### config.mk
export PLATFORM = sky130hd
export DESIGN_NAME = scp_port
export DESIGN_NICKNAME = d
export VERILOG_FILES = /design/src/scp_pkg.sv /design/src/scp_fifo.sv /design/src/scp_port.sv
export SDC_FILE = /design/constraint.sdc
export NUM_CORES = 1
export LEC_CHECK = 0
export BUFFER_PORTS_ARGS = -buffer_cell sky130_fd_sc_hd__buf_2
export CORE_ASPECT_RATIO = 0.9
export CORE_UTILIZATION = 62
export DETAILED_ROUTE_END_ITERATION = 12
export PLACE_DENSITY = 0.81
export SYNTH_ARGS = -nofsm -noshare
export SYNTH_HDL_FRONTEND = slang
export SYNTH_SLANG_ARGS = --single-unit
### constraint.sdc
create_clock -name clock -period 7.3 [get_ports clock]
set_clock_uncertainty 0.15 [all_clocks]
set_input_delay 1.095 -clock clock [delete_from_list [all_inputs] [get_ports clock]]
set_output_delay 1.095 -clock clock [all_outputs]
set_load 0.02 [all_outputs]
### src/scp_pkg.sv
// constants and types of the serial configuration port
// assumes one system clock; link pins are sampled, never used as clocks
package scp_pkg;
	localparam int ADDR_W    = 5;
	localparam int BYTE_W    = 8;
	localparam int IDX_W     = 3;
	localparam int RNW_BIT   = 7;
	localparam int CTRL_BIT  = 7;
	localparam int CLK_NS    = 40;
	localparam int SCLK_MIN_NS = 40;
	// link clock is sampled: one half period must span this many cycles
	localparam int SCLK_HALF_CYC = (SCLK_MIN_NS + 2 * CLK_NS - 1) / (2 * CLK_NS);
	localparam logic [4:0] ADDR_CTRL_ONE = 5'h00;
	localparam logic [4:0] ADDR_CTRL_TWO = 5'h01;
	localparam logic [4:0] ADDR_RISE_DLT = 5'h02;
	localparam logic [4:0] ADDR_FALL_DLT = 5'h03;
	localparam logic [4:0] ADDR_RISE_RT  = 5'h04;
	localparam logic [4:0] ADDR_FALL_RT  = 5'h05;
	localparam logic [2:0] BYTES_CTRL   = 3'h4;
	localparam logic [2:0] BYTES_DELTA  = 3'h3;
	localparam logic [2:0] BYTES_RATE   = 3'h2;
	localparam logic [2:0] BYTES_TUNING = 3'h6;
	// byte lane of control_word_one holding each port control bit
	localparam logic [2:0] LANE_LSB_FIRST  = 3'h1;
	localparam logic [2:0] LANE_INPUT_ONLY = 3'h0;
	localparam logic LSB_FIRST_RST  = 1'b0;
	localparam logic INPUT_ONLY_RST = 1'b0;

	typedef enum logic [1:0] {
		PH_INSTR = 2'b01,
		PH_DATA  = 2'b10
	} scp_phase_type;

	typedef struct packed {
		logic [ADDR_W-1:0] addr;
		logic [IDX_W-1:0]  idx;
		logic [BYTE_W-1:0] data;
	} scp_wr_type;

	function automatic logic [2:0] scp_byte_count(input logic [4:0] a);
		case (a)
			ADDR_CTRL_ONE, ADDR_CTRL_TWO: scp_byte_count = BYTES_CTRL;
			ADDR_RISE_DLT, ADDR_FALL_DLT: scp_byte_count = BYTES_DELTA;
			ADDR_RISE_RT, ADDR_FALL_RT:   scp_byte_count = BYTES_RATE;
			default:                      scp_byte_count = BYTES_TUNING;
		endcase
	endfunction : scp_byte_count
endpackage : scp_pkg

### src/scp_fifo.sv
// first-in first-out buffer with valid/ready on both sides
// assumes the same clock and synchronous reset as its user
`timescale 1ns/1ns
module scp_fifo #(
	parameter int WIDTH = 16,
	parameter int DEPTH = 8
) (
	// clock and reset
	input  wire logic             clock,
	input  wire logic             rst,
	// fill side
	input  wire logic             inValid,
	input  wire logic [WIDTH-1:0] inData,
	output logic                  inReady,
	// drain side
	output logic                  outValid,
	output logic [WIDTH-1:0]      outData,
	input  wire logic             outReady
);
	localparam int AW = $clog2(DEPTH);
	typedef struct packed {
		logic [AW:0] wrPtr;
		logic [AW:0] rdPtr;
	} scp_fifo_state_type;
	scp_fifo_state_type q, d;
	logic [WIDTH-1:0] mem [DEPTH];
	logic full, empty, doWr;

	assign full     = (q.wrPtr[AW-1:0] == q.rdPtr[AW-1:0]) && (q.wrPtr[AW] != q.rdPtr[AW]);
	assign empty    = q.wrPtr == q.rdPtr;
	assign inReady  = !full;
	assign outValid = !empty;
	assign outData  = mem[q.rdPtr[AW-1:0]];
	assign doWr     = inValid && !full;

	always_comb begin
		d = q;
		if (doWr) begin
			d.wrPtr = q.wrPtr + 1'b1;
		end
		if (outReady && !empty) begin
			d.rdPtr = q.rdPtr + 1'b1;
		end
	end

	always_ff @(posedge clock) begin
		if (rst) begin
			q <= '0;
		end else begin
			q <= d;
		end
		if (doWr) begin
			mem[q.wrPtr[AW-1:0]] <= inData;
		end
	end
endmodule : scp_fifo

### src/scp_port.sv
// serial configuration port: instruction byte, then register data bytes
// assumes link pins are asynchronous and sampled; link clock well below clock/2
// Contract
// first eight rising link edges of a cycle carry the instruction byte
// data phase moves as many bytes as the addressed register is wide
// after the last data byte the next eight edges are a new instruction
// input bits are captured on rising link clock edges
// read data changes on falling link clock edges
// instruction bit seven set means read, clear means write
// instruction bits six and five are ignored
// instruction bits four to zero address the register
// select high puts both data outputs in high impedance
// select high mid-cycle pauses it; cycle resumes at same point
// controller may hold select low only if it owns the link clock
// input-only bit at reset zero makes the data pin bidirectional
// separate-line mode reads on the output pin, otherwise it stays undriven
// port reset aborts the cycle, keeps control bits, restarts at instruction
// controller holds port reset low when unused
// bit-order control resets to msb first; set means lsb first
// controller sends the instruction byte in the selected bit order
// every data byte follows the selected bit order
// controller keeps the link clock at or below its maximum rate
// bidirectional pin is driven only in the data phase of a read
`timescale 1ns/1ns
module scp_port
	import scp_pkg::*;
#(
	parameter int FIFO_DEPTH = 8
) (
	// clock and reset
	input  wire logic              clock,
	input  wire logic              rst,
	// serial link pins
	input  wire logic              serialClock,
	input  wire logic              selectN,
	input  wire logic              portReset,
	input  wire logic              serialDataIoIn,
	output logic                   serialDataIoOut,
	output logic                   serialDataIoOe,
	output logic                   serialDataOutOut,
	output logic                   serialDataOutOe,
	// read data source
	output logic [ADDR_W-1:0]      rdAddr,
	output logic [IDX_W-1:0]       rdIdx,
	input  wire logic [BYTE_W-1:0] rdByte,
	// written bytes
	output logic                   wrValid,
	output scp_wr_type             wrData,
	input  wire logic              wrReady,
	// status
	output logic                   lsbFirst,
	output logic                   inputOnly,
	output logic                   wrOverrun
);
	typedef struct packed {
		logic [2:0]        sclkSync;
		logic [1:0]        selSync;
		logic [1:0]        dinSync;
		logic [1:0]        abortSync;
		scp_phase_type     phase;
		logic              rnw;
		logic [ADDR_W-1:0] addr;
		logic [2:0]        bitCnt;
		logic [IDX_W-1:0]  byteIdx;
		logic [IDX_W-1:0]  nBytes;
		logic [BYTE_W-1:0] rxSh;
		logic [BYTE_W-1:0] txSh;
		logic              drv;
		logic              lsbFirst;
		logic              inOnly;
		logic              pendLsb;
		logic              pendIn;
		logic              sdioOut;
		logic              sdioOe;
		logic              sdoOut;
		logic              sdoOe;
		logic              overrun;
	} scp_state_type;

	scp_state_type q, d;
	logic              selHigh, abort, rise, fall, bitIn;
	logic              lastBit, lastByte, push, pushReady;
	logic [BYTE_W-1:0] rxNext;
	scp_wr_type        pushWord;

	assign selHigh  = q.selSync[1];
	assign abort    = q.abortSync[1];
	assign bitIn    = q.dinSync[1];
	// edges are found on the second and third sample, never the first
	assign rise     = q.sclkSync[1] && !q.sclkSync[2] && !selHigh;
	assign fall     = !q.sclkSync[1] && q.sclkSync[2] && !selHigh;
	assign rxNext   = q.lsbFirst ? {bitIn, q.rxSh[7:1]} : {q.rxSh[6:0], bitIn};
	assign lastBit  = q.bitCnt == 3'h7;
	assign lastByte = q.byteIdx == q.nBytes - 3'h1;
	assign pushWord = '{addr: q.addr, idx: q.byteIdx, data: rxNext};

	always_comb begin
		logic [IDX_W-1:0]  lane;
		logic [BYTE_W-1:0] tx;
		logic              pl, pi;
		lane = '0;
		tx   = '0;
		pl   = q.pendLsb;
		pi   = q.pendIn;
		push = 1'b0;
		d    = q;
		d.sclkSync  = {q.sclkSync[1:0], serialClock};
		d.selSync   = {q.selSync[0], selectN};
		d.dinSync   = {q.dinSync[0], serialDataIoIn};
		d.abortSync = {q.abortSync[0], portReset};
		if (abort) begin
			// control bits survive a port reset
			d.phase   = PH_INSTR;
			d.bitCnt  = '0;
			d.byteIdx = '0;
			d.drv     = 1'b0;
		end else begin
			if (rise) begin
				d.bitCnt = q.bitCnt + 3'h1;
				d.rxSh   = rxNext;
				if (q.phase == PH_INSTR && lastBit) begin
					d.phase   = PH_DATA;
					d.rnw     = rxNext[RNW_BIT];
					d.addr    = rxNext[ADDR_W-1:0];
					d.nBytes  = scp_byte_count(rxNext[ADDR_W-1:0]);
					d.byteIdx = '0;
					d.pendLsb = q.lsbFirst;
					d.pendIn  = q.inOnly;
				end else if (q.phase == PH_DATA && lastBit) begin
					if (!q.rnw) begin
						push = 1'b1;
						lane = q.lsbFirst ? q.byteIdx : q.nBytes - 3'h1 - q.byteIdx;
						if (q.addr == ADDR_CTRL_ONE && lane == LANE_LSB_FIRST) begin
							pl = rxNext[CTRL_BIT];
						end
						if (q.addr == ADDR_CTRL_ONE && lane == LANE_INPUT_ONLY) begin
							pi = rxNext[CTRL_BIT];
						end
					end
					d.pendLsb = pl;
					d.pendIn  = pi;
					if (lastByte) begin
						d.phase = PH_INSTR;
						d.drv   = 1'b0;
						if (!q.rnw) begin
							d.lsbFirst = pl;
							d.inOnly   = pi;
						end
					end else begin
						d.byteIdx = q.byteIdx + 3'h1;
					end
				end
			end
			if (fall && q.phase == PH_DATA && q.rnw) begin
				tx = (q.bitCnt == 3'h0) ? rdByte : q.txSh;
				d.txSh    = q.lsbFirst ? {1'b0, tx[7:1]} : {tx[6:0], 1'b0};
				d.sdioOut = q.lsbFirst ? tx[0] : tx[7];
				d.sdoOut  = q.lsbFirst ? tx[0] : tx[7];
				d.drv     = 1'b1;
			end
		end
		d.sdioOe = !selHigh && d.drv && !q.inOnly;
		d.sdoOe  = !selHigh && d.drv && q.inOnly;
		if (push && !pushReady) begin
			d.overrun = 1'b1;
		end
	end

	always_ff @(posedge clock) begin
		if (rst) begin
			q          <= '0;
			q.sclkSync <= 3'h0;
			q.selSync  <= 2'h3;
			q.phase    <= PH_INSTR;
			q.nBytes   <= BYTES_CTRL;
			q.lsbFirst <= LSB_FIRST_RST;
			q.inOnly   <= INPUT_ONLY_RST;
			q.pendLsb  <= LSB_FIRST_RST;
			q.pendIn   <= INPUT_ONLY_RST;
		end else begin
			q <= d;
		end
	end

	scp_fifo #(
		.WIDTH ($bits(scp_wr_type)),
		.DEPTH (FIFO_DEPTH)
	) u_fifo (
		.clock    (clock),
		.rst      (rst),
		.inValid  (push),
		.inData   (pushWord),
		.inReady  (pushReady),
		.outValid (wrValid),
		.outData  (wrData),
		.outReady (wrReady)
	);

	assign serialDataIoOut  = q.sdioOut;
	assign serialDataIoOe   = q.sdioOe;
	assign serialDataOutOut = q.sdoOut;
	assign serialDataOutOe  = q.sdoOe;
	assign rdAddr           = q.addr;
	assign rdIdx            = q.byteIdx;
	assign lsbFirst         = q.lsbFirst;
	assign inputOnly        = q.inOnly;
	assign wrOverrun        = q.overrun;

	a_select_hiz: assert property (@(posedge clock) disable iff (rst)
		selHigh |=> !serialDataIoOe && !serialDataOutOe)
		else $error("data output driven while select high");

	a_instr_len: assert property (@(posedge clock) disable iff (rst)
		(q.phase == PH_INSTR && rise && lastBit && !abort) |=> q.phase == PH_DATA)
		else $error("instruction byte not closed after eight edges");

	a_cycle_end: assert property (@(posedge clock) disable iff (rst)
		(q.phase == PH_DATA && rise && lastBit && lastByte && !abort)
		|=> q.phase == PH_INSTR && q.bitCnt == 3'h0)
		else $error("cycle not ended after last data byte");

	a_abort_port: assert property (@(posedge clock) disable iff (rst)
		abort |=> q.phase == PH_INSTR && q.bitCnt == 3'h0 && $stable(q.lsbFirst))
		else $error("port reset did not restart cycle");

	a_pause_hold: assert property (@(posedge clock) disable iff (rst)
		(selHigh && !abort) |=> $stable(q.bitCnt) && $stable(q.byteIdx) && $stable(q.phase))
		else $error("cycle advanced while select high");

	a_fall_change: assert property (@(posedge clock) disable iff (rst)
		$changed(q.sdioOut) |-> $past(fall))
		else $error("read data changed off a falling edge");

	a_drive_read: assert property (@(posedge clock) disable iff (rst)
		serialDataIoOe |-> $past(q.rnw && q.phase == PH_DATA && !q.inOnly))
		else $error("data pin driven outside a read data phase");

	a_sdo_quiet: assert property (@(posedge clock) disable iff (rst)
		(!q.inOnly && !$past(q.inOnly)) |-> !serialDataOutOe)
		else $error("output pin driven in bidirectional mode");

	a_write_push: assert property (@(posedge clock) disable iff (rst)
		(q.phase == PH_DATA && !q.rnw && rise && lastBit && !abort) |-> push)
		else $error("written byte not passed on");

	a_sdo_read: assert property (@(posedge clock) disable iff (rst)
		serialDataOutOe |-> $past(q.rnw && q.phase == PH_DATA && q.inOnly))
		else $error("output pin driven outside a read data phase");

	a_sdo_fall: assert property (@(posedge clock) disable iff (rst)
		$changed(q.sdoOut) |-> $past(fall))
		else $error("output pin changed off a falling edge");

	a_rx_rise: assert property (@(posedge clock) disable iff (rst)
		$changed(q.rxSh) |-> $past(rise))
		else $error("input captured off a rising edge");

	a_lsb_instr: assert property (@(posedge clock) disable iff (rst)
		(q.phase == PH_INSTR && rise && lastBit && !abort && q.lsbFirst)
		|=> q.rnw == $past(bitIn))
		else $error("direction not taken from the last instruction bit");

	a_msb_instr: assert property (@(posedge clock) disable iff (rst)
		(q.phase == PH_INSTR && rise && lastBit && !abort && !q.lsbFirst)
		|=> q.rnw == $past(q.rxSh[6]))
		else $error("direction not taken from the first instruction bit");

	a_addr_take: assert property (@(posedge clock) disable iff (rst)
		(q.phase == PH_INSTR && rise && lastBit && !abort)
		|=> q.addr == $past(rxNext[ADDR_W-1:0]))
		else $error("address not taken from the low instruction bits");

	a_ctrl_len: assert property (@(posedge clock) disable iff (rst)
		(q.phase == PH_INSTR && rise && lastBit && !abort
			&& rxNext[ADDR_W-1:0] == ADDR_CTRL_TWO) |=> q.nBytes == BYTES_CTRL)
		else $error("control word length wrong");

	a_tuning_len: assert property (@(posedge clock) disable iff (rst)
		(q.phase == PH_INSTR && rise && lastBit && !abort
			&& rxNext[ADDR_W-1:0] > ADDR_FALL_RT) |=> q.nBytes == BYTES_TUNING)
		else $error("tuning word length wrong");

	a_order_set: assert property (@(posedge clock) disable iff (rst)
		$changed(q.lsbFirst) |-> $past(q.phase == PH_DATA && !q.rnw && q.addr == ADDR_CTRL_ONE
			&& rise && lastBit && lastByte && !abort))
		else $error("bit order changed outside a control word write");

	a_pin_set: assert property (@(posedge clock) disable iff (rst)
		$changed(q.inOnly) |-> $past(q.phase == PH_DATA && !q.rnw && q.addr == ADDR_CTRL_ONE
			&& rise && lastBit && lastByte && !abort))
		else $error("pin arrangement changed outside a control word write");

	a_idle_quiet: assert property (@(posedge clock) disable iff (rst)
		(q.phase == PH_INSTR && $past(q.phase == PH_INSTR))
		|-> !serialDataIoOe && !serialDataOutOe)
		else $error("data output driven during the instruction byte");

	a_abort_quiet: assert property (@(posedge clock) disable iff (rst)
		abort |=> !serialDataIoOe && !serialDataOutOe)
		else $error("data output driven after a port reset");

	a_pause_keep: assert property (@(posedge clock) disable iff (rst)
		(selHigh && !abort) |=> $stable(q.rxSh) && $stable(q.txSh) && $stable(q.addr))
		else $error("shift state moved while select high");

	a_drop_flag: assert property (@(posedge clock) disable iff (rst)
		(push && !pushReady) |=> wrOverrun)
		else $error("dropped byte not flagged");

	a_read_msb: assert property (@(posedge clock) disable iff (rst)
		(fall && q.phase == PH_DATA && q.rnw && q.bitCnt == 3'h0 && !abort && !q.lsbFirst)
		|=> serialDataIoOut == $past(rdByte[7]) && serialDataOutOut == $past(rdByte[7]))
		else $error("read byte not started at its top bit");

	a_read_lsb: assert property (@(posedge clock) disable iff (rst)
		(fall && q.phase == PH_DATA && q.rnw && q.bitCnt == 3'h0 && !abort && q.lsbFirst)
		|=> serialDataIoOut == $past(rdByte[0]) && serialDataOutOut == $past(rdByte[0]))
		else $error("read byte not started at its bottom bit");
endmodule : scp_port

==> results.json <==
{
  "clk_pin_slew_ps": 70,
  "synth_edf_count": 128,
  "unrepaired_setup_endpoints_after_global_routing": "no",
  "cts.sinks": 190,
  "detailedRoute.firstIterationViolations": 372,
  "start_kind": "register",
  "worst-slew-pin-transition_ps": 1290,
  "fp.dieW_um": 122,
  "synthArstFlopShare_pct": 0,
  "synthCells": 543,
  "flip_flop_cell_with_the_highest_count_after_synthesis": "sky130_fd_sc_hd__edfxtp_1",
  "half_perimeter_wire_length_of_the_detailed_placement_result_um": 9160,
  "cell_rows": 38,
  "postCtsSetupBuffers": 0,
  "worst_ep_required_time_ps": 6050,
  "fin_tns_setup_ps": 0,
  "hold_buffer_count_at_cts": 0,
  "total_routing_usage_gr_pct": 24.9,
  "core_area_mm2": 0.0123,
  "final_net_count": 602,
  "synth.yosys.seq_area_share_pct": 63.7,
  "tightest_hold_check_type": "register to register",
  "timing.final.setup_violations": 0,
  "synth_compound_area_share_pct": 4.94,
  "timing.final.max_slew_violations": 0,
  "slew_headroom_pct": 13.2,
  "timing.critical_path.cells": "mux4_2 -> mux2_2 -> buf_2",
  "hold_violations": 0,
  "timing.final.crit_share_pct": 53.2,
  "maximum_number_of_pins_on_one_net_before_global_route_repair": 59,
  "cts-buffers-inserted": 17,
  "finalCriticalPeriod_ps": 3880,
  "post_synth_fa_ha_maj_area_fraction_pct": 1.66,
  "outcome": "completed",
  "netlist_area_mm2": 0.00798,
  "area_delta_synth_final_pct": 11.3,
  "globalRoute.totalOverflow": 0,
  "mostFrequentLayoutCell": "sky130_fd_sc_hd__edfxtp_1",
  "timing.critical_path.slowest_cell_delay_ps": 1090,
  "h-tree-depth": 4,
  "drv.max_cap_violation_count": 0,
  "die_area_mm2": 0.0133,
  "start_util_pct": 64.8,
  "layout-drive-gt1-share_pct": 26.8,
  "syn_warnings": 0,
  "clock_latency_on_the_worst_skew_pair_ps": 440,
  "grt_pass1_wl_um": 24100,
  "detailedRoute.firstPassIterationCount": 5,
  "critPathTopFamily": "flip-flops",
  "timing_worst_setup_path_type": "register to primary output",
  "synth_xor_xnor_area_share_pct": 1.90,
  "dr_total_vias": 4571,
  "route.detailed.drc": 0,
  "diodes_inserted": 0,
  "synthDistinctLibCells": 55,
  "floorplan.die.height_um": 110,
  "tritoncts": "built",
  "cpMaxStageDelayCell": "sky130_fd_sc_hd__dfxtp_2",
  "cts-root-to-sink-buffers": 2,
  "critical_path_buf_inv_count": 1,
  "leakage_nw": 3.01,
  "synth_mux_area_share_pct": 15.1,
  "power_density_mw_per_mm2": 228,
  "antenna_found_initial": 0,
  "cts_root_buf": "sky130_fd_sc_hd__clkbuf_16",
  "port-buffer-count": 46,
  "mostFrequentLayoutCells": "sky130_fd_sc_hd__edfxtp_1 (128), sky130_fd_sc_hd__dfxtp_1 (61), sky130_fd_sc_hd__buf_2 (46)",
  "placed_area_mm2": 0.00833,
  "detail_route.vias_per_cell": 6.09,
  "io_pins": 47,
  "cts_resized": 0,
  "post_synth_and_or_nand_nor_area_fraction_pct": 9.50,
  "gp_routability_congestion": 0.818,
  "routed_wire_length_per_instance_um": 20.0,
  "achievable-frequency_ghz": 0.258,
  "first_global_vias": 4579,
  "setup.worst_path.end_class": "primary output",
  "dominant_combinational_cell_family_by_area_after_synthesis": "multiplexers",
  "postRouteWirelength_um": 15000,
  "route.antenna.remaining_nets": 0,
  "critical_path.max_fanout": 32,
  "post_synth.cell_area_avg_um2": 14.7,
  "cp_data_arrival_time_ps": 2640,
  "stdcell_area_mm2": 0.00888,
  "ir_worst_vdd_mv": 0.173,
  "synthesis.nets": 568,
  "synth_seq_cells": 190
}
-- worst reg2reg max path: stages (launching register included) --
cell	delay, ps
sky130_fd_sc_hd__dfxtp_1	370
sky130_fd_sc_hd__ha_1	160
sky130_fd_sc_hd__ha_1	350
sky130_fd_sc_hd__nand4bb_4	210
sky130_fd_sc_hd__nor4_4	390
sky130_fd_sc_hd__nand2_1	360
sky130_fd_sc_hd__nor3_4	960
-- worst paths after layout --
kind                            slack [ps]      from  depth (start not counted)                to
worst max-delay path                  3420  register                          3        wrData[14]
worst min-delay path                   270     d[48]                          1             q[48]
worst max register to register        3950     q[32]                          6  u_fifo.mem[5][8]
worst min register to register         270     d[48]                          1             q[48]
-- registers in the layout, summed over array words and instances, names as in the netlist, named ones only --
signal            count
rdAddr                5
d                     5
abort                 1
q                    30
wrOverrun             1
inputOnly             1
u_fifo.mem          128
serialDataIoOe        1
serialDataOutOe       1
bitIn                 1
rdIdx                 3
lsbFirst              1
serialDataOutOut      1
u_fifo.q              8
-- synth_stat cells (all sizes together), types with 2 or more instances --
master	count	share of area (%)
a211oi	13	1.2
a21oi	19	1.2
a311oi	2	0.22
a31oi	3	0.24
buf	20	1.5
clkbuf	18	0.86
dfxtp	62	16
edfxtp	128	48
ha	9	1.4
inv	18	0.85
mux2	20	2.8
mux2i	21	2.6
mux4	34	9.6
nand2	22	1.0
nand2b	7	0.64
nand3	7	0.44
nand4	2	0.16
nor2	45	2.2
nor2b	14	1.1
nor3	13	0.82
nor3b	3	0.28
nor4	6	0.66
o2111ai	2	0.22
o211ai	4	0.38
o21ai	9	0.56
o221ai	2	0.22
o311ai	2	0.22
or2	6	0.47
or3	2	0.16
or4	3	0.33
xnor2	4	0.44
xor2	8	0.88
-- report_power, final --
group / switching (mW) / internal, mW / total, mW
Combinational: 0.0122 / 0.00839 / 0.0206
Sequential: 0.00225 / 1.14 / 1.14
Clock: 0.420 / 0.449 / 0.869
-- kinds of logic (layout without fill, tap and decap cells) --
group                      after synthesis  count (layout)
muxes                                   75              75
buffers and inverters                   56             103
DFF                                    190             190
xor gates and xnor gates                14              14
and+or+nand+nor                        138             138
AOI/OAI and AO/OA                       60              60
adders and majority gates               10              10
-- layout make-up --
cell class / instances / area [µm²]
tap: 160 / 200
multi-input combinational: 297 / 2690
timing repair buffer: 53 / 283
fill: 774 / 3430
sequential: 190 / 5090
clock inverter: 13 / 124
clock buffer: 19 / 433
inverter: 18 / 67.6
-- per-stage QoR --
stage	hold slack [ps]	util, %	power, mW	instances	setup slack (ps)
4_1_cts	275	72.1	2.04	750	3320
3_5_place_dp	259	67.6	1.18	718	3810
5_1_grt	282	72.1	2.08	750	3220
2_1_floorplan	239	-	1.18	543	3660
6_report	270	72.1	2.03	750	3420
3_3_place_gp	248	67.6	1.18	718	3850
-- metal layers --
| metal | vias up | part of all wire, % | global-route usage (%) |
|---|---|---|---|
| met1 | 2307 | 42 | 31.3 |
| met4 | 0 | 1.7 | 7.85 |
| met2 | 123 | 51 | 42.3 |
| met3 | 22 | 5.2 | 6.90 |
| met5 | - | 0 | 0 |
| li1 | 2119 | - | - |
Note: power is estimated with default switching activity, not from simulation.
